`config.mk`:
```
export PLATFORM = sky130hd
export DESIGN_NAME = atclp_parser
export DESIGN_NICKNAME = d
export VERILOG_FILES = /design/src/atclp_pkg.sv /design/src/atclp_pmem.sv /design/src/atclp_parser.sv
export SDC_FILE = /design/constraint.sdc
export NUM_CORES = 1
export LEC_CHECK = 0
export ABC_AREA = 1
export ABC_CLOCK_PERIOD_IN_PS = 4700
export BUFFER_PORTS_ARGS = -buffer_cell sky130_fd_sc_hd__buf_2
export CORE_ASPECT_RATIO = 0.5
export CORE_MARGIN = 3
export CORE_UTILIZATION = 56
export DETAILED_ROUTE_END_ITERATION = 8
export PLACE_DENSITY = 0.75
export SLEW_MARGIN = 15
export SYNTH_ARGS = -nofsm -noshare
export SYNTH_HDL_FRONTEND = slang
export SYNTH_SLANG_ARGS = --single-unit
export TNS_END_PERCENT = 5
```
`constraint.sdc`:
```
create_clock -name clk_i -period 4.7 [get_ports clk_i]
set_clock_uncertainty 0.2 [all_clocks]
set_input_delay 0.94 -clock clk_i [delete_from_list [all_inputs] [get_ports clk_i]]
set_output_delay 0.94 -clock clk_i [all_outputs]
set_load 0.005 [all_outputs]
```
`src/atclp_pkg.sv`:
```
`default_nettype none

package atclp_pkg;

    // Sizes of the command catalogue and of one parameter list
    localparam int NCMD  = 4;
    localparam int NPAR  = 4;
    localparam int PW    = 16;
    localparam int NAMEW = 64;
    localparam int CIW   = $clog2(NCMD);
    localparam int PIW   = $clog2(NPAR);
    localparam int SW    = PIW + 1;
    localparam int AW    = $clog2(NCMD * NPAR);

    // Characters of the command line
    localparam logic [7:0] CH_A       = 8'h41;
    localparam logic [7:0] CH_T       = 8'h54;
    localparam logic [7:0] CH_SLASH   = 8'h2f;
    localparam logic [7:0] CH_EQ      = 8'h3d;
    localparam logic [7:0] CH_QMARK   = 8'h3f;
    localparam logic [7:0] CH_COMMA   = 8'h2c;
    localparam logic [7:0] CH_SPACE   = 8'h20;
    localparam logic [7:0] CH_ZERO    = 8'h30;
    localparam logic [7:0] CH_NINE    = 8'h39;
    localparam logic [7:0] CH_LOW_A   = 8'h61;
    localparam logic [7:0] CH_LOW_Z   = 8'h7a;
    localparam logic [7:0] CH_CASE    = 8'h20;
    localparam logic [7:0] CH_CTRLZ   = 8'h1a;
    localparam logic [7:0] CH_ESC     = 8'h1b;
    localparam logic [7:0] TERM_DFLT  = 8'h0d;
    localparam logic [7:0] DEC_BASE   = 8'h0a;

    // Extended error codes
    localparam logic [7:0] CME_SYNTAX = 8'h23;
    localparam logic [7:0] CME_RANGE  = 8'h15;
    localparam logic [7:0] CME_NOSUP  = 8'h04;

    typedef enum logic [1:0] {OP_NONE, OP_EQ, OP_TEST, OP_READ} atclp_op_e;
    typedef enum logic [2:0] {F_EXEC, F_SET, F_TEST, F_READ, F_XREAD} atclp_form_e;
    typedef enum logic [1:0] {R_OK, R_ERROR, R_CME} atclp_res_e;
    typedef enum {
        S_IDLE, S_PFX, S_NAME, S_OPEQ, S_PARAM, S_TAIL, S_DATA,
        S_CHECK, S_WRITE, S_REPORT, S_FINAL
    } atclp_state_e;

    typedef struct packed {
        logic [NAMEW-1:0]         name;
        logic                     bare_ok;
        logic                     eq_exec;
        logic                     has_read;
        logic                     xread;
        logic                     has_data;
        logic [2:0]               npar;
        logic [NPAR-1:0]          mand;
        logic [NPAR-1:0]          has_def;
        logic [NPAR-1:0][PW-1:0]  dflt;
        logic [NPAR-1:0][PW-1:0]  lo;
        logic [NPAR-1:0][PW-1:0]  hi;
    } atclp_desc_s;

    typedef struct packed {
        logic [NAMEW-1:0]         name;
        atclp_op_e                op;
        logic [NPAR-1:0][PW-1:0]  val;
        logic [NPAR-1:0]          pres;
        logic                     xtra;
        logic                     syn;
    } atclp_line_s;

    typedef struct packed {
        logic                     valid;
        atclp_res_e               code;
        logic [7:0]               cme;
    } atclp_res_s;

    typedef struct packed {
        logic                     valid;
        logic [CIW-1:0]           cmd;
        atclp_form_e              form;
        logic [NPAR-1:0]          given;
        logic [NPAR-1:0][PW-1:0]  val;
    } atclp_act_s;

    typedef struct packed {
        logic                     valid;
        logic                     is_range;
        logic [PIW-1:0]           idx;
        logic                     defined;
        logic [PW-1:0]            val;
        logic [PW-1:0]            hi;
    } atclp_rpt_s;

    // Catalogue: basic A, +CMD2 (execution read), +CMD3 (set), +CMD7 (execution with user data)
    localparam atclp_desc_s CMD_TABLE [NCMD] = '{
        '{name: 64'h41, bare_ok: 1'b1, eq_exec: 1'b0, has_read: 1'b0, xread: 1'b0,
          has_data: 1'b0, npar: 3'h0, mand: 4'h0, has_def: 4'h0,
          dflt: '0, lo: '0, hi: '0},
        '{name: 64'h2b_434d_4432, bare_ok: 1'b1, eq_exec: 1'b0, has_read: 1'b0, xread: 1'b1,
          has_data: 1'b0, npar: 3'h0, mand: 4'h0, has_def: 4'h0,
          dflt: '0, lo: '0, hi: '0},
        '{name: 64'h2b_434d_4433, bare_ok: 1'b0, eq_exec: 1'b0, has_read: 1'b1, xread: 1'b0,
          has_data: 1'b0, npar: 3'h4, mand: 4'h0, has_def: 4'h1,
          dflt: '0, lo: '0, hi: {16'hffff, 16'h000f, 16'h0001, 16'h0003}},
        '{name: 64'h2b_434d_4437, bare_ok: 1'b0, eq_exec: 1'b1, has_read: 1'b0, xread: 1'b0,
          has_data: 1'b1, npar: 3'h4, mand: 4'h4, has_def: 4'hb,
          dflt: {16'h0000, 16'h0000, 16'h0001, 16'h0003}, lo: '0,
          hi: {16'h00ff, 16'h0fff, 16'h0003, 16'h0003}}
    };

endpackage

`default_nettype wire

```
`src/atclp_pmem.sv`:
```
`timescale 1ns/1ps
`default_nettype none

// Stored parameter values, one word per command and position
module atclp_pmem #(
    parameter int W     = 16,
    parameter int DEPTH = 16,
    parameter int AW    = 4
) (
    // Clock
    input  wire logic          clk_i,
    // Write port
    input  wire logic          wr_en_i,
    input  wire logic [AW-1:0] wr_addr_i,
    input  wire logic [W-1:0]  wr_data_i,
    // Read port, data one cycle later
    input  wire logic [AW-1:0] rd_addr_i,
    output logic      [W-1:0]  rd_data_o
);

    logic [W-1:0] mem_r [DEPTH];

    always_ff @(posedge clk_i) begin
        if (wr_en_i) begin
            mem_r[wr_addr_i] <= wr_data_i;
        end
        rd_data_o <= mem_r[rd_addr_i];
    end

endmodule // atclp_pmem

`default_nettype wire

```
`src/atclp_parser.sv`:
```
// Behaviour
// RULE1: No operator means execution, action performed
// RULE2: Equals form execution or set per command
// RULE3: Set form stores values for later use
// RULE4: Test query reports ranges, then OK
// RULE5: Read query returns stored parameter values
// RULE6: Execution-read query fetches unit data instead
// RULE7: Commands storing nothing have no read form
// RULE8: Parameters taken positionally, comma separated
// RULE9: Empty position keeps later parameters aligned
// RULE10: Trailing optional parameters and commas droppable
// RULE11: Trailing drop judged per line separately
// RULE12: Host ignores unknown appended result parameters
// RULE13: Unknown appended parameters ignored or errored
// RULE14: New parameters sit before data line
// RULE15: Omitted parameter with default takes default
// RULE16: Else keep previous value, or undefined
// RULE17: Undefined needed parameter gives range error
// RULE18: Missing mandatory parameter gives syntax error
// RULE19: Line starts AT or at; A/ repeats
// RULE20: Plus sign marks an extended command
// RULE21: Terminator programmable, default carriage return
// RULE22: OK on success, ERROR on failure
// RULE23: Undefined forms rejected, stored values untouched
`timescale 1ns/1ps
`default_nettype none

module atclp_parser (
    // Clock and reset
    input  wire logic               clk_i,
    input  wire logic               nrst_i,
    // Character stream from the host side
    input  wire logic [7:0]         chr_i,
    input  wire logic               chr_valid_i,
    output logic                    chr_ready_o,
    // Configuration
    input  wire logic [7:0]         term_char_i,
    input  wire logic               xparm_err_i,
    input  wire logic               cme_mode_i,
    // Results towards the radio unit and host side
    output atclp_pkg::atclp_act_s   act_o,
    output atclp_pkg::atclp_rpt_s   rpt_o,
    output atclp_pkg::atclp_res_s   res_o
);

    atclp_pkg::atclp_state_e                          st_r, st_nxt;
    atclp_pkg::atclp_line_s                           line_r, line_nxt;
    atclp_pkg::atclp_line_s                           last_r;
    logic                                             prev_r;
    logic [atclp_pkg::PIW-1:0]                        pidx_r, pidx_nxt;
    logic [atclp_pkg::SW-1:0]                         step_r;
    logic [atclp_pkg::NCMD-1:0][atclp_pkg::NPAR-1:0]  vld_r;
    logic [atclp_pkg::NPAR-1:0][atclp_pkg::PW-1:0]    rval_r;
    atclp_pkg::atclp_res_s                            res_r, res_nxt;
    atclp_pkg::atclp_act_s                            act_r;
    atclp_pkg::atclp_rpt_s                            rpt_r, rpt_nxt;

    // Character classes
    wire logic       take    = chr_valid_i & chr_ready_o;
    wire logic       is_low  = (chr_i >= atclp_pkg::CH_LOW_A) && (chr_i <= atclp_pkg::CH_LOW_Z);
    wire logic [7:0] up_chr  = is_low ? (chr_i & ~atclp_pkg::CH_CASE) : chr_i;
    wire logic       is_term = (chr_i == term_char_i); // RULE21
    wire logic       is_sp   = (chr_i == atclp_pkg::CH_SPACE);
    wire logic       is_dig  = (chr_i >= atclp_pkg::CH_ZERO) && (chr_i <= atclp_pkg::CH_NINE);
    wire logic [atclp_pkg::PW-1:0] dig_val = atclp_pkg::PW'(chr_i - atclp_pkg::CH_ZERO);

    // Command lookup on the collected name; a leading plus is part of the name
    logic [atclp_pkg::NCMD-1:0] hit;
    logic [atclp_pkg::CIW-1:0]  cmd_w;
    generate
        for (genvar k = 0; k < atclp_pkg::NCMD; k++) begin : g_hit
            assign hit[k] = (line_r.name == atclp_pkg::CMD_TABLE[k].name); // RULE20
        end
    endgenerate

    always_comb begin
        cmd_w = '0;
        for (int k = 0; k < atclp_pkg::NCMD; k++) begin
            if (hit[k]) begin
                cmd_w = atclp_pkg::CIW'(k);
            end
        end
    end

    wire atclp_pkg::atclp_desc_s desc = atclp_pkg::CMD_TABLE[cmd_w];
    wire logic known = |hit;
    wire logic [atclp_pkg::NPAR-1:0] nmask = atclp_pkg::NPAR'((5'h1 << desc.npar) - 5'h1);

    // Form decode and check of the whole line
    wire logic eq_op   = (line_r.op == atclp_pkg::OP_EQ);
    wire logic rd_op   = (line_r.op == atclp_pkg::OP_READ);
    wire atclp_pkg::atclp_form_e form_w =
        (line_r.op == atclp_pkg::OP_NONE) ? atclp_pkg::F_EXEC :                    // RULE1
        eq_op ? (desc.eq_exec ? atclp_pkg::F_EXEC : atclp_pkg::F_SET) :           // RULE2
        (line_r.op == atclp_pkg::OP_TEST) ? atclp_pkg::F_TEST :                   // RULE4
        (desc.xread ? atclp_pkg::F_XREAD : atclp_pkg::F_READ);                    // RULE6
    wire logic form_ok =
        (line_r.op == atclp_pkg::OP_NONE) ? desc.bare_ok :
        eq_op ? (desc.npar != 3'h0) :
        rd_op ? (desc.has_read | desc.xread) : 1'b1;                               // RULE7 RULE23
    wire logic empty_ln = (line_r.name == '0) & (line_r.op == atclp_pkg::OP_NONE) & ~line_r.syn;
    wire logic extra_w  = line_r.xtra | (|(line_r.pres & ~nmask));
    wire logic miss_man = eq_op & (|(desc.mand & ~line_r.pres & nmask));          // RULE18
    wire logic undef_w  = eq_op & (|(~line_r.pres & ~desc.has_def & ~desc.mand
                                     & ~vld_r[cmd_w] & nmask));                   // RULE16 RULE17
    wire logic bad_form = ~known | ~form_ok | (extra_w & xparm_err_i);           // RULE13 RULE23
    wire logic chk_err  = line_r.syn | miss_man | bad_form | undef_w;
    wire logic [7:0] cme_w = (line_r.syn | miss_man) ? atclp_pkg::CME_SYNTAX :
                             bad_form ? atclp_pkg::CME_NOSUP : atclp_pkg::CME_RANGE;

    // Walk over the parameter positions; reads lead by one step
    wire logic [atclp_pkg::PIW-1:0] wj = atclp_pkg::PIW'(step_r - 1'b1);
    wire logic in_walk = (step_r != '0);
    wire logic [atclp_pkg::AW-1:0] rd_addr =
        atclp_pkg::AW'(cmd_w * atclp_pkg::NPAR + step_r[atclp_pkg::PIW-1:0]);
    wire logic [atclp_pkg::AW-1:0] wr_addr = atclp_pkg::AW'(cmd_w * atclp_pkg::NPAR + wj);
    wire logic [atclp_pkg::PW-1:0] rd_data;
    wire logic set_f    = (form_w == atclp_pkg::F_SET);
    // Read and test queries answer through reports only, never as an action
    wire logic act_form = (form_w != atclp_pkg::F_READ) & (form_w != atclp_pkg::F_TEST);
    wire logic w_here   = (st_r == atclp_pkg::S_WRITE) & in_walk & nmask[wj];
    wire logic w_given  = line_r.pres[wj] | desc.has_def[wj];
    wire logic wr_en    = w_here & set_f & w_given;                               // RULE3
    wire logic [atclp_pkg::PW-1:0] res_val =
        line_r.pres[wj] ? line_r.val[wj] :
        desc.has_def[wj] ? desc.dflt[wj] : rd_data;                               // RULE15 RULE16
    wire logic walk_end = (step_r == atclp_pkg::SW'(atclp_pkg::NPAR));

    atclp_pmem #(
        .W     (atclp_pkg::PW),
        .DEPTH (atclp_pkg::NCMD * atclp_pkg::NPAR),
        .AW    (atclp_pkg::AW)
    ) u_pmem (
        .clk_i     (clk_i),
        .wr_en_i   (wr_en),
        .wr_addr_i (wr_addr),
        .wr_data_i (res_val),
        .rd_addr_i (rd_addr),
        .rd_data_o (rd_data)
    );

    assign chr_ready_o = (st_r == atclp_pkg::S_IDLE) | (st_r == atclp_pkg::S_PFX)
                       | (st_r == atclp_pkg::S_NAME) | (st_r == atclp_pkg::S_OPEQ)
                       | (st_r == atclp_pkg::S_PARAM) | (st_r == atclp_pkg::S_TAIL)
                       | (st_r == atclp_pkg::S_DATA);
    assign act_o = act_r;
    assign rpt_o = rpt_r;
    assign res_o = res_r;

    // Line parser and sequencing
    always_comb begin
        st_nxt   = st_r;
        line_nxt = line_r;
        pidx_nxt = pidx_r;
        res_nxt  = '0;
        rpt_nxt  = '0;
        unique case (st_r)
            atclp_pkg::S_IDLE: begin
                if (take && up_chr == atclp_pkg::CH_A) begin
                    st_nxt = atclp_pkg::S_PFX;
                end
            end
            atclp_pkg::S_PFX: begin
                if (take) begin
                    if (up_chr == atclp_pkg::CH_T) begin // RULE19
                        line_nxt = '0;
                        pidx_nxt = '0;
                        st_nxt   = atclp_pkg::S_NAME;
                    end else if (chr_i == atclp_pkg::CH_SLASH) begin // RULE19
                        line_nxt = prev_r ? last_r : '0;
                        line_nxt.syn = ~prev_r;
                        st_nxt   = atclp_pkg::S_CHECK;
                    end else if (up_chr != atclp_pkg::CH_A) begin
                        st_nxt = atclp_pkg::S_IDLE;
                    end
                end
            end
            atclp_pkg::S_NAME: begin
                if (take) begin
                    if (is_term) begin
                        st_nxt = atclp_pkg::S_CHECK;
                    end else if (chr_i == atclp_pkg::CH_EQ) begin
                        line_nxt.op = atclp_pkg::OP_EQ;
                        st_nxt      = atclp_pkg::S_OPEQ;
                    end else if (chr_i == atclp_pkg::CH_QMARK) begin
                        line_nxt.op = atclp_pkg::OP_READ; // RULE5
                        st_nxt      = atclp_pkg::S_TAIL;
                    end else if (!is_sp) begin
                        line_nxt.name = {line_r.name[atclp_pkg::NAMEW-9:0], up_chr};
                    end
                end
            end
            atclp_pkg::S_OPEQ, atclp_pkg::S_PARAM: begin
                if (take) begin
                    st_nxt = atclp_pkg::S_PARAM;
                    if (st_r == atclp_pkg::S_OPEQ && chr_i == atclp_pkg::CH_QMARK) begin
                        line_nxt.op = atclp_pkg::OP_TEST; // RULE4
                        st_nxt      = atclp_pkg::S_TAIL;
                    end else if (is_term) begin
                        // Positions never reached stay absent: dropped tail
                        st_nxt = (known && desc.has_data) ? atclp_pkg::S_DATA
                                                          : atclp_pkg::S_CHECK; // RULE10 RULE11 RULE14
                    end else if (chr_i == atclp_pkg::CH_COMMA) begin
                        if (pidx_r == atclp_pkg::PIW'(atclp_pkg::NPAR - 1)) begin
                            line_nxt.xtra = 1'b1; // RULE13
                        end else begin
                            pidx_nxt = pidx_r + 1'b1; // RULE8 RULE9
                        end
                    end else if (is_dig) begin
                        if (!line_r.xtra) begin
                            line_nxt.pres[pidx_r] = 1'b1;
                            line_nxt.val[pidx_r]  = atclp_pkg::PW'(line_r.val[pidx_r]
                                                    * atclp_pkg::DEC_BASE + dig_val); // RULE8
                        end
                    end else if (!is_sp && !line_r.xtra) begin
                        line_nxt.syn = 1'b1;
                    end
                end
            end
            atclp_pkg::S_TAIL: begin
                if (take) begin
                    if (is_term) begin
                        st_nxt = atclp_pkg::S_CHECK;
                    end else if (!is_sp) begin
                        line_nxt.syn = 1'b1;
                    end
                end
            end
            atclp_pkg::S_DATA: begin
                // User data is not interpreted; ESC cancels silently
                if (take && chr_i == atclp_pkg::CH_CTRLZ) begin
                    st_nxt = atclp_pkg::S_CHECK; // RULE14
                end else if (take && chr_i == atclp_pkg::CH_ESC) begin
                    st_nxt = atclp_pkg::S_IDLE;
                end
            end
            atclp_pkg::S_CHECK: begin
                if (empty_ln) begin
                    st_nxt = atclp_pkg::S_FINAL;
                end else if (chk_err) begin
                    res_nxt.valid = 1'b1; // RULE17 RULE18 RULE22 RULE23
                    res_nxt.code  = cme_mode_i ? atclp_pkg::R_CME : atclp_pkg::R_ERROR;
                    res_nxt.cme   = cme_mode_i ? cme_w : '0;
                    st_nxt        = atclp_pkg::S_IDLE;
                end else if (form_w == atclp_pkg::F_READ || form_w == atclp_pkg::F_TEST) begin
                    st_nxt = atclp_pkg::S_REPORT;
                end else if (form_w == atclp_pkg::F_XREAD) begin
                    st_nxt = atclp_pkg::S_FINAL; // RULE6
                end else begin
                    st_nxt = atclp_pkg::S_WRITE;
                end
            end
            atclp_pkg::S_WRITE: begin
                if (walk_end) begin
                    st_nxt = atclp_pkg::S_FINAL;
                end
            end
            atclp_pkg::S_REPORT: begin
                if (in_walk && nmask[wj]) begin
                    rpt_nxt.valid    = 1'b1;
                    rpt_nxt.idx      = wj;
                    rpt_nxt.is_range = (form_w == atclp_pkg::F_TEST);               // RULE4
                    rpt_nxt.defined  = (form_w == atclp_pkg::F_TEST) | vld_r[cmd_w][wj];
                    rpt_nxt.val      = (form_w == atclp_pkg::F_TEST) ? desc.lo[wj] : rd_data; // RULE5
                    rpt_nxt.hi       = (form_w == atclp_pkg::F_TEST) ? desc.hi[wj] : '0;
                end
                if (walk_end) begin
                    st_nxt = atclp_pkg::S_FINAL;
                end
            end
            atclp_pkg::S_FINAL: begin
                res_nxt.valid = 1'b1; // RULE22
                res_nxt.code  = atclp_pkg::R_OK;
                st_nxt        = atclp_pkg::S_IDLE;
            end
        endcase
    end

    always_ff @(posedge clk_i or negedge nrst_i) begin
        if (!nrst_i) begin
            st_r   <= atclp_pkg::S_IDLE;
            line_r <= '0;
            pidx_r <= '0;
            res_r  <= '0;
            rpt_r  <= '0;
        end else begin
            st_r   <= st_nxt;
            line_r <= line_nxt;
            pidx_r <= pidx_nxt;
            res_r  <= res_nxt;
            rpt_r  <= rpt_nxt;
        end
    end

    // Last good line kept for the repeat prefix
    always_ff @(posedge clk_i or negedge nrst_i) begin
        if (!nrst_i) begin
            last_r <= '0;
            prev_r <= 1'b0;
        end else if (st_r == atclp_pkg::S_CHECK && !empty_ln && !chk_err) begin
            last_r <= line_r; // RULE19
            prev_r <= 1'b1;
        end
    end

    // Step counter for write and report walks
    always_ff @(posedge clk_i or negedge nrst_i) begin
        if (!nrst_i) begin
            step_r <= '0;
        end else if ((st_r == atclp_pkg::S_WRITE || st_r == atclp_pkg::S_REPORT) && !walk_end) begin
            step_r <= step_r + 1'b1;
        end else begin
            step_r <= '0;
        end
    end

    // Validity of stored values; only a clean set line touches it
    always_ff @(posedge clk_i or negedge nrst_i) begin
        if (!nrst_i) begin
            vld_r <= '0;
        end else if (wr_en) begin
            vld_r[cmd_w][wj] <= 1'b1; // RULE3 RULE23
        end
    end

    // Resolved values handed to the action
    always_ff @(posedge clk_i or negedge nrst_i) begin
        if (!nrst_i) begin
            rval_r <= '0;
        end else if (st_r == atclp_pkg::S_CHECK) begin
            rval_r <= '0;
        end else if (w_here) begin
            rval_r[wj] <= res_val; // RULE15 RULE16
        end
    end

    always_ff @(posedge clk_i or negedge nrst_i) begin
        if (!nrst_i) begin
            act_r <= '0;
        end else if (st_r == atclp_pkg::S_FINAL && !empty_ln && act_form) begin
            act_r.valid <= 1'b1; // RULE1 RULE2 RULE6
            act_r.cmd   <= cmd_w;
            act_r.form  <= form_w;
            act_r.given <= line_r.pres & nmask;
            act_r.val   <= rval_r;
        end else begin
            act_r.valid <= 1'b0;
        end
    end

endmodule // atclp_parser

`default_nettype wire

```
==> results of run 1 <==
## cell usage after synthesis, types with 4 or more instances
| library cell | instances |
|---|---|
| o221ai_1 | 17 |
| buf_1 | 4 |
| o21ai_0 | 338 |
| or2_2 | 14 |
| inv_1 | 346 |
| nand3_1 | 77 |
| edfxtp_1 | 256 |
| xor2_1 | 19 |
| inv_2 | 60 |
| o22ai_1 | 157 |
| a31oi_1 | 41 |
| buf_2 | 31 |
| clkbuf_1 | 133 |
| a21oi_1 | 169 |
| clkinv_1 | 6 |
| o21ai_1 | 53 |
| a21boi_0 | 4 |
| a21boi_1 | 4 |
| dfxtp_1 | 16 |
| nand3b_1 | 7 |
| o31ai_1 | 5 |
| o211ai_1 | 8 |
| mux2_2 | 14 |
| nor3_1 | 55 |
| o21a_1 | 7 |
| nand2_1 | 534 |
| o21ai_2 | 48 |
| buf_6 | 13 |
| xnor2_1 | 12 |
| dfrtp_1 | 469 |
| nand4_1 | 52 |
| nor2_1 | 361 |
| nor2_2 | 4 |
| buf_4 | 20 |
| ha_1 | 52 |
| nor4_1 | 5 |
| a21o_1 | 14 |
## per-layer routing
metal,track usage,share of wire
met5,0.0118,0.00088
met4,0.0908,0.031
met3,0.0728,0.091
met2,0.442,0.45
met1,0.387,0.43
## kinds of logic after synthesis
group / Yosys count / share of synthesized area
AO/OA/AOI/OAI: 881 / 0.153
XOR/XNOR: 31 / 0.00821
flip-flops: 741 / 0.597
multiplexers: 14 / 0.00477
AND/OR/NAND/NOR: 1120 / 0.140
buffers and inverters: 613 / 0.0760
other: 1 / 0.000113
adder cells (fa/ha/maj): 54 / 0.0209
## what timing repair did
item | 4_1_cts | 5_1_grt
pin swaps | 0 | 25
gates resized for setup | 6 | 59
setup buffers | 0 | 6
gates cloned | 0 | 3
setup endpoints to repair | 11 | 20
## path summary, 6_finish.rpt
path	slack (ps)	from	to
setup / recovery	170	pidx_r[1]	line_r[53]
setup reg to reg	170	pidx_r[1]	line_r[53]
hold reg to reg	180	vld_r[14]	vld_r[14]
max in group asynchronous	3100	nrst_i	step_r[0]
min in group clk_i	180	vld_r[14]	vld_r[14]
hold / removal	150	nrst_i	last_r[43]
## state kept, by name, summed over array words and instances, names as in the netlist
signal,flops
st_r,4
step_r,3
line_r,136
rval_r,64
last_r,135
u_pmem.mem_r,256
vld_r,16
act_o,74
res_o,7
rpt_o,27
prev_r,1
pidx_r,2
u_pmem.rd_data_o,16
## critical path, cell delays in order (launching register included)
cell      delay (ps)
dfrtp_2          460
inv_4            110
buf_8            160
a21oi_1           60
a21oi_2          240
ha_4             260
fa_2             400
a21oi_2          150
o21bai_1         100
a21oi_1          160
o21bai_1         100
a21oi_1          170
o21ai_1          120
nand2_1           80
nand2_1           60
a21oi_2          140
xnor2_1           90
ha_1             330
nand2_2           90
nor2_1            70
a211oi_2         270
o31ai_4          150
or2_4            300
nand3_2           60
a21boi_0          70
## metrics by stage
| stage | hold WS (ps) | cells |
|---|---|---|
| 6_report | 147 | 4467 |
| 5_1_grt | 191 | 4467 |
| 4_1_cts | 183 | 4459 |
| 3_5_place_dp | 166 | 4343 |
| 3_3_place_gp | 165 | 4343 |
| 2_1_floorplan | 213 | 3521 |
## cell type report
cell class	instances	area, sq um
inverters	412	1560
flip-flops and latches	741	19800
repair inverters	1	7.51
multi-input cells	2167	11300
fillers	4581	20300
clock buffers	84	1800
well taps	768	961
clock inverters	32	423
repair buffers	262	1800
## power groups by stage
stage | sequential (mW) | clock (mW) | combinational, mW
5_1_grt | 8.47 | 5.89 | 13.1
3_5_place_dp | 8.48 | 0 | 10.5
6_report | 8.38 | 5.57 | 12.0
3_3_place_gp | 8.46 | 0 | 10.3
2_1_floorplan | 8.32 | 0 | 6.75
4_1_cts | 8.36 | 5.64 | 10.7
==> summary.md, run 1 <==
| Metric | Value |
|---|---|
| Die X-Extent | 350 microns |
| Largest area contributor in the synthesized netlist | dfrtp_1 |
| Setup ws final | 166 ps |
| Rows | 62 |
| Combinational power share | 0.462 |
| Starting Density | 0.572 |
| Largest net degree at the start of global routing | 141 |
| Slew Limit Fails | 0 |
| Data arrival, critical path | 4840 ps |
| Yosys top cell area share | 0.355 |
| DP HPWL | 55.9 mm |
| Slew @ Worst Pin | 1190 ps |
| Leakage power | 17.1 nW |
| Final period util | 0.965 |
| Async set-reset flop share out of synthesis | 0.633 |
| Fin Setup TNS | 0 ps |
| N_diodes | 0 |
| Final Cell Area | 37600 sq um |
| Switching fraction of total power | 0.413 |
| DR vias/cell | 5.74 |
| Area contributors post-synth | dfrtp_1 35%, edfxtp_1 23%, nand2_1 6.1% |
| Total grt overflow | 0 |
| Clock latency on the worst-skew pair | 670 ps |
| Power per cell area | 690 nW/um^2 |
| Commonest non-fill, non-tap cell in the layout | nand2_1 |
| Area Overhead vs Synth | 13.7% |
| # DRC | 0 |
| First-pass GRT wire length | 137 mm |
| Commonest cells after routing, fill and taps aside | 532 x nand2_1, 466 x dfrtp_1, 359 x nor2_1 |
| Io pins | 144 |
| Final setup fails | 0 |
| Initial DRC count | 2698 |
| Total Power | 25.9 mW |
| HP Class | input port to async pin |
| Seq/Total Area, Yosys | 0.597 |
| CP Capture Type | register |
| Hold Fails Final Rpt | 0 |
| Unique masters post-synth | 55 |
| Max cap viols | 0 |
| FF+latch count, synth | 741 |
| Syn avg cell area | 9.57 sq um |
| RSZ-0062 raised after global routing | yes |
| Startpoint Class | register |
| Crit-path max FO | 19 |
| Clk pwr share | 0.215 |
| Yosys warns | 0 |
| CTS Root Cell | clkbuf_16 |
| Die Span Y | 178 microns |
| Core region area | 57900 sq um |
| CP Class | register to register |
| Antenna viol nets, final | 0 |
| CTS tree | done |
| Longest Clk Path Bufs | 3 |
| Outcome | finished, final reports clean |
| TritonCTS Sinks | 741 |
| Initial antenna violation count | 0 |
| Area post-placement | 35000 sq um |
| Internal power | 15.2 mW |
| Clock period minus worst slack | 4530 ps |
| Ratio of cells with drive above 1 in the final layout | 0.155 |
| EDFF count, synth | 256 |
| PortBufs | 140 |
| CTS buffer count | 61 |
| Overall global routing resource usage | 0.282 |
| Post-Route Utilization | 0.650 |
| H-tree depth | 2 |
| Routed vias | 25700 |
| Router iterations before antenna repair | 6 |
| Worst relative slew slack | 0.205 |
| Max Clk Rate | 221 MHz |
| Commonest register cell after synthesis | dfrtp_1 |
| Nets | 3721 |
| Worst-path clk slew | 70 ps |
| Net switching power | 10.7 mW |
| Worst r2r path cells | 24 |
| Post-Place Setup Slack | -84.2 ps |
| Post-synthesis cell area | 33100 sq um |
| Die area | 62200 sq um |
| CP Data Required Time | 5010 ps |
| WL final | 87.6 mm |
| Global placer's final weighted congestion | 0.958 |
| Cells after synthesis | 3455 |
| # hold bufs at CTS | 0 |
| Number of global-route vias before repair | 25000 |
| Routed wire per std cell | 19.6 microns |
| Seq pwr share | 0.323 |
| Worst vdd ir | 0.786 mV |
Note: power is estimated with default switching activity, not from simulation.
==> run 2, diff against run 1 <==
RECOVER_POWER = 25   (was not set)
==> summary.md, run 2 (same netlist as run 1, synthesis figures left out) <==
| Metric | Value |
|---|---|
| N_diodes | 0 (unchanged) |
| Worst R2R Start | pidx_r[0] (was pidx_r[1]) |
| CP bufs+invs | 4 (was 2) |
| Routed wl met3 | 8.10 mm (was 7.96 mm) |
| DR vias/cell | 5.75 (was 5.74) |
| Final period util | 0.965 (about the same) |
| Router iterations before antenna repair | 7 (was 6) |
| CP Cell Sequence | inv_4, clkbuf_16, buf_12, o21ai_0, a21oi_1, a21oi_2, ha_1, ha_1, nand2_1, o21ai_2, a21oi_2, o31ai_2, xnor2_1, inv_1, ha_1, a21oi_2, o31ai_2, a21oi_1, o21ai_2, xnor2_2, nor2_1, nor3_1, a21oi_1 (was inv_4, buf_8, a21oi_1, a21oi_2, ha_4, fa_2, a21oi_2, o21bai_1, a21oi_1, o21bai_1, a21oi_1, o21ai_1, nand2_1, nand2_1, a21oi_2, xnor2_1, ha_1, nand2_2, nor2_1, a211oi_2, o31ai_4, or2_4, nand3_2, a21boi_0) |
| Worst-path clk slew | 70 ps (about the same) |
| # DRC | 0 (unchanged) |
| Ratio of cells with drive above 1 in the final layout | 0.154 (was 0.155) |
| Worst r2r path cells | 23 (was 24) |
| Commonest cells after routing, fill and taps aside | 532 x nand2_1, 466 x dfrtp_1, 359 x nor2_1 (unchanged) |
| Largest Register | u_pmem.mem_r (unchanged) |
| Longest Clk Path Bufs | 3 (unchanged) |
| Max cap viols | 1 (was 0) |
| DP Cell Count | 4343 (unchanged) |
| Routed wire per std cell | 19.6 microns (about the same) |
| Die X-Extent | 350 microns (unchanged) |
| Hold Path End | vld_r[14] |
| Rows | 62 (unchanged) |
| Non-Filler Instances | 4467 (unchanged) |
| # hold bufs at CTS | 0 (unchanged) |
| Clock period minus worst slack | 4540 ps (was 4530 ps) |
| FF+latch area | 19800 sq um (unchanged) |
| Number of global-route vias before repair | 25000 (unchanged) |
| H-tree depth | 2 (unchanged) |
| Crit-path leading delay family | compound AO/OA/AOI/OAI gates (unchanged) |
| Largest net degree at the start of global routing | 141 (unchanged) |
| Crit-path slowest cell | dfrtp_1 (was dfrtp_2) |
| Io pins | 144 (unchanged) |
| Hold Fails Final Rpt | 0 (unchanged) |
| Commonest non-fill, non-tap cell in the layout | nand2_1 (unchanged) |
| Failing checks | capacitance limit, slew limit |
| Worst vdd ir | 0.793 mV (was 0.786 mV) |
| Max reg flops | 256 (unchanged) |
| Routed vias | 25700 (about the same) |
| CP Data Required Time | 4980 ps (was 5010 ps) |
| RSZ-0062 raised after global routing | yes (unchanged) |
| CP Capture Type | register (unchanged) |
| DP HPWL | 55.9 mm (unchanged) |
| Core region area | 57900 sq um (unchanged) |
| Global placer's final weighted congestion | 0.958 (unchanged) |
| Multi-input gate area | 11300 sq um (unchanged) |
| PortBufs | 140 (unchanged) |
| Fill count | 4592 (was 4581) |
| HP Class | register to register (was input port to async pin) |
| Outcome | finished with violations (was finished, final reports clean) |
| Nets | 3721 (unchanged) |
| Area Overhead vs Synth | 13.5% (was 13.7%) |
| WL final | 87.7 mm (was 87.6 mm) |
| Total Power | 25.9 mW (about the same) |
| Antenna viol nets, final | 0 (unchanged) |
| Metal2 WL | 39.6 mm (was 39.5 mm) |
| Slew Limit Fails | 108 (was 0) |
| Data arrival, critical path | 4820 ps (was 4840 ps) |
| Met1 wire length | 37.2 mm (was 37.3 mm) |
| Startpoint Class | register (unchanged) |
| Starting Density | 0.572 (unchanged) |
| Power per cell area | 690 nW/um^2 (about the same) |
| Initial DRC count | 2802 (was 2698) |
| Reg-to-reg endpoint | line_r[52] (was line_r[53]) |
| Clock latency on the worst-skew pair | 670 ps (about the same) |
| Final setup fails | 0 (unchanged) |
| Slew @ Worst Pin | 3010 ps (was 1190 ps) |
| Total grt overflow | 0 (unchanged) |
| Biggest regs | u_pmem.mem_r x256, line_r x136, last_r x135 (unchanged) |
| CTS Root Cell | clkbuf_16 (unchanged) |
| TritonCTS Sinks | 741 (unchanged) |
| Fin Setup TNS | 0 ps (unchanged) |
| Die Span Y | 178 microns (unchanged) |
| Reg-to-reg slack, setup | 160 ps (was 170 ps) |
| Die area | 62200 sq um (unchanged) |
| Max Clk Rate | 220 MHz (was 221 MHz) |
| Crit path largest cell delay | 410 ps (was 460 ps) |
| First-pass GRT wire length | 137 mm (unchanged) |
| Initial antenna violation count | 0 (unchanged) |
| Top sig layer | met5 (unchanged) |
| Post-Route Utilization | 0.649 (was 0.650) |
| Hold path start | vld_r[14] |
| CP Class | register to register (unchanged) |
| Hold Path Depth | 0 |
| Leakage power | 17.1 nW (about the same) |
| CTS buffer count | 61 (unchanged) |
| Worst relative slew slack | -1.00 (was 0.205) |
| Overall global routing resource usage | 0.282 (unchanged) |
| Crit-path max FO | 20 (was 19) |
| CTS tree | done (unchanged) |
## run 2: per-layer routing
metal  vias up  global-route usage
li1      11900                   -
met1     12500               0.387
met2      1083               0.442
met3       161              0.0728
met4         2              0.0908
met5         -              0.0118
## run 2: how the worst max path moves through the flow
| stage | from | to | slack (ps) | cells after the start |
|---|---|---|---|---|
| 6_report | pidx_r[0] | line_r[52] | 160 | 23 |
| 5_1_grt | pidx_r[0] | line_r[53] | -70 | 25 |
| 4_1_cts | pidx_r[1] | line_r[53] | 10 | 26 |
| 3_5_place_dp | pidx_r[1] | line_r[37] | -80 | 26 |
| 3_3_place_gp | pidx_r[1] | line_r[52] | -20 | 24 |
| 2_1_floorplan | pidx_r[1] | line_r[68] | 5 | 25 |
## run 2: repair_timing
item                                    in CTS  in global routing
endpoints found under the setup margin      11                 20
setup buffers                                0                  6
gates resized for setup                      6                 59
pin swaps                                    0                 25
cloned                                       0                  3
## run 2: area by class of cell
class / instances / area share
tap: 768 / 0.0256
multi-input combinational: 2167 / 0.301
clock buffer: 84 / 0.0480
clock inverter: 32 / 0.0113
timing repair inverter: 1 / 0.000200
inverter: 412 / 0.0417
sequential: 741 / 0.526
timing repair buffer: 262 / 0.0463
## run 2: stage by stage
| step | hold WS [ps] | cell area [sq um] | setup slack [ps] |
|---|---|---|---|
| floorplan | 213 | 33300 | 5.20 |
| global placement | 165 | 35000 | -24.8 |
| detailed placement | 166 | 35000 | -84.2 |
| CTS | 183 | 37300 | 13.9 |
| global route | 191 | 37500 | -65.4 |
| finish | 181 | 37500 | 164 |
## run 2: report_power, final
group          leakage [nW]  switching, mW  internal (mW)
registers              8.54          0.527           7.86
logic                  7.48           7.69           4.26
clock network          1.09           2.47           3.10
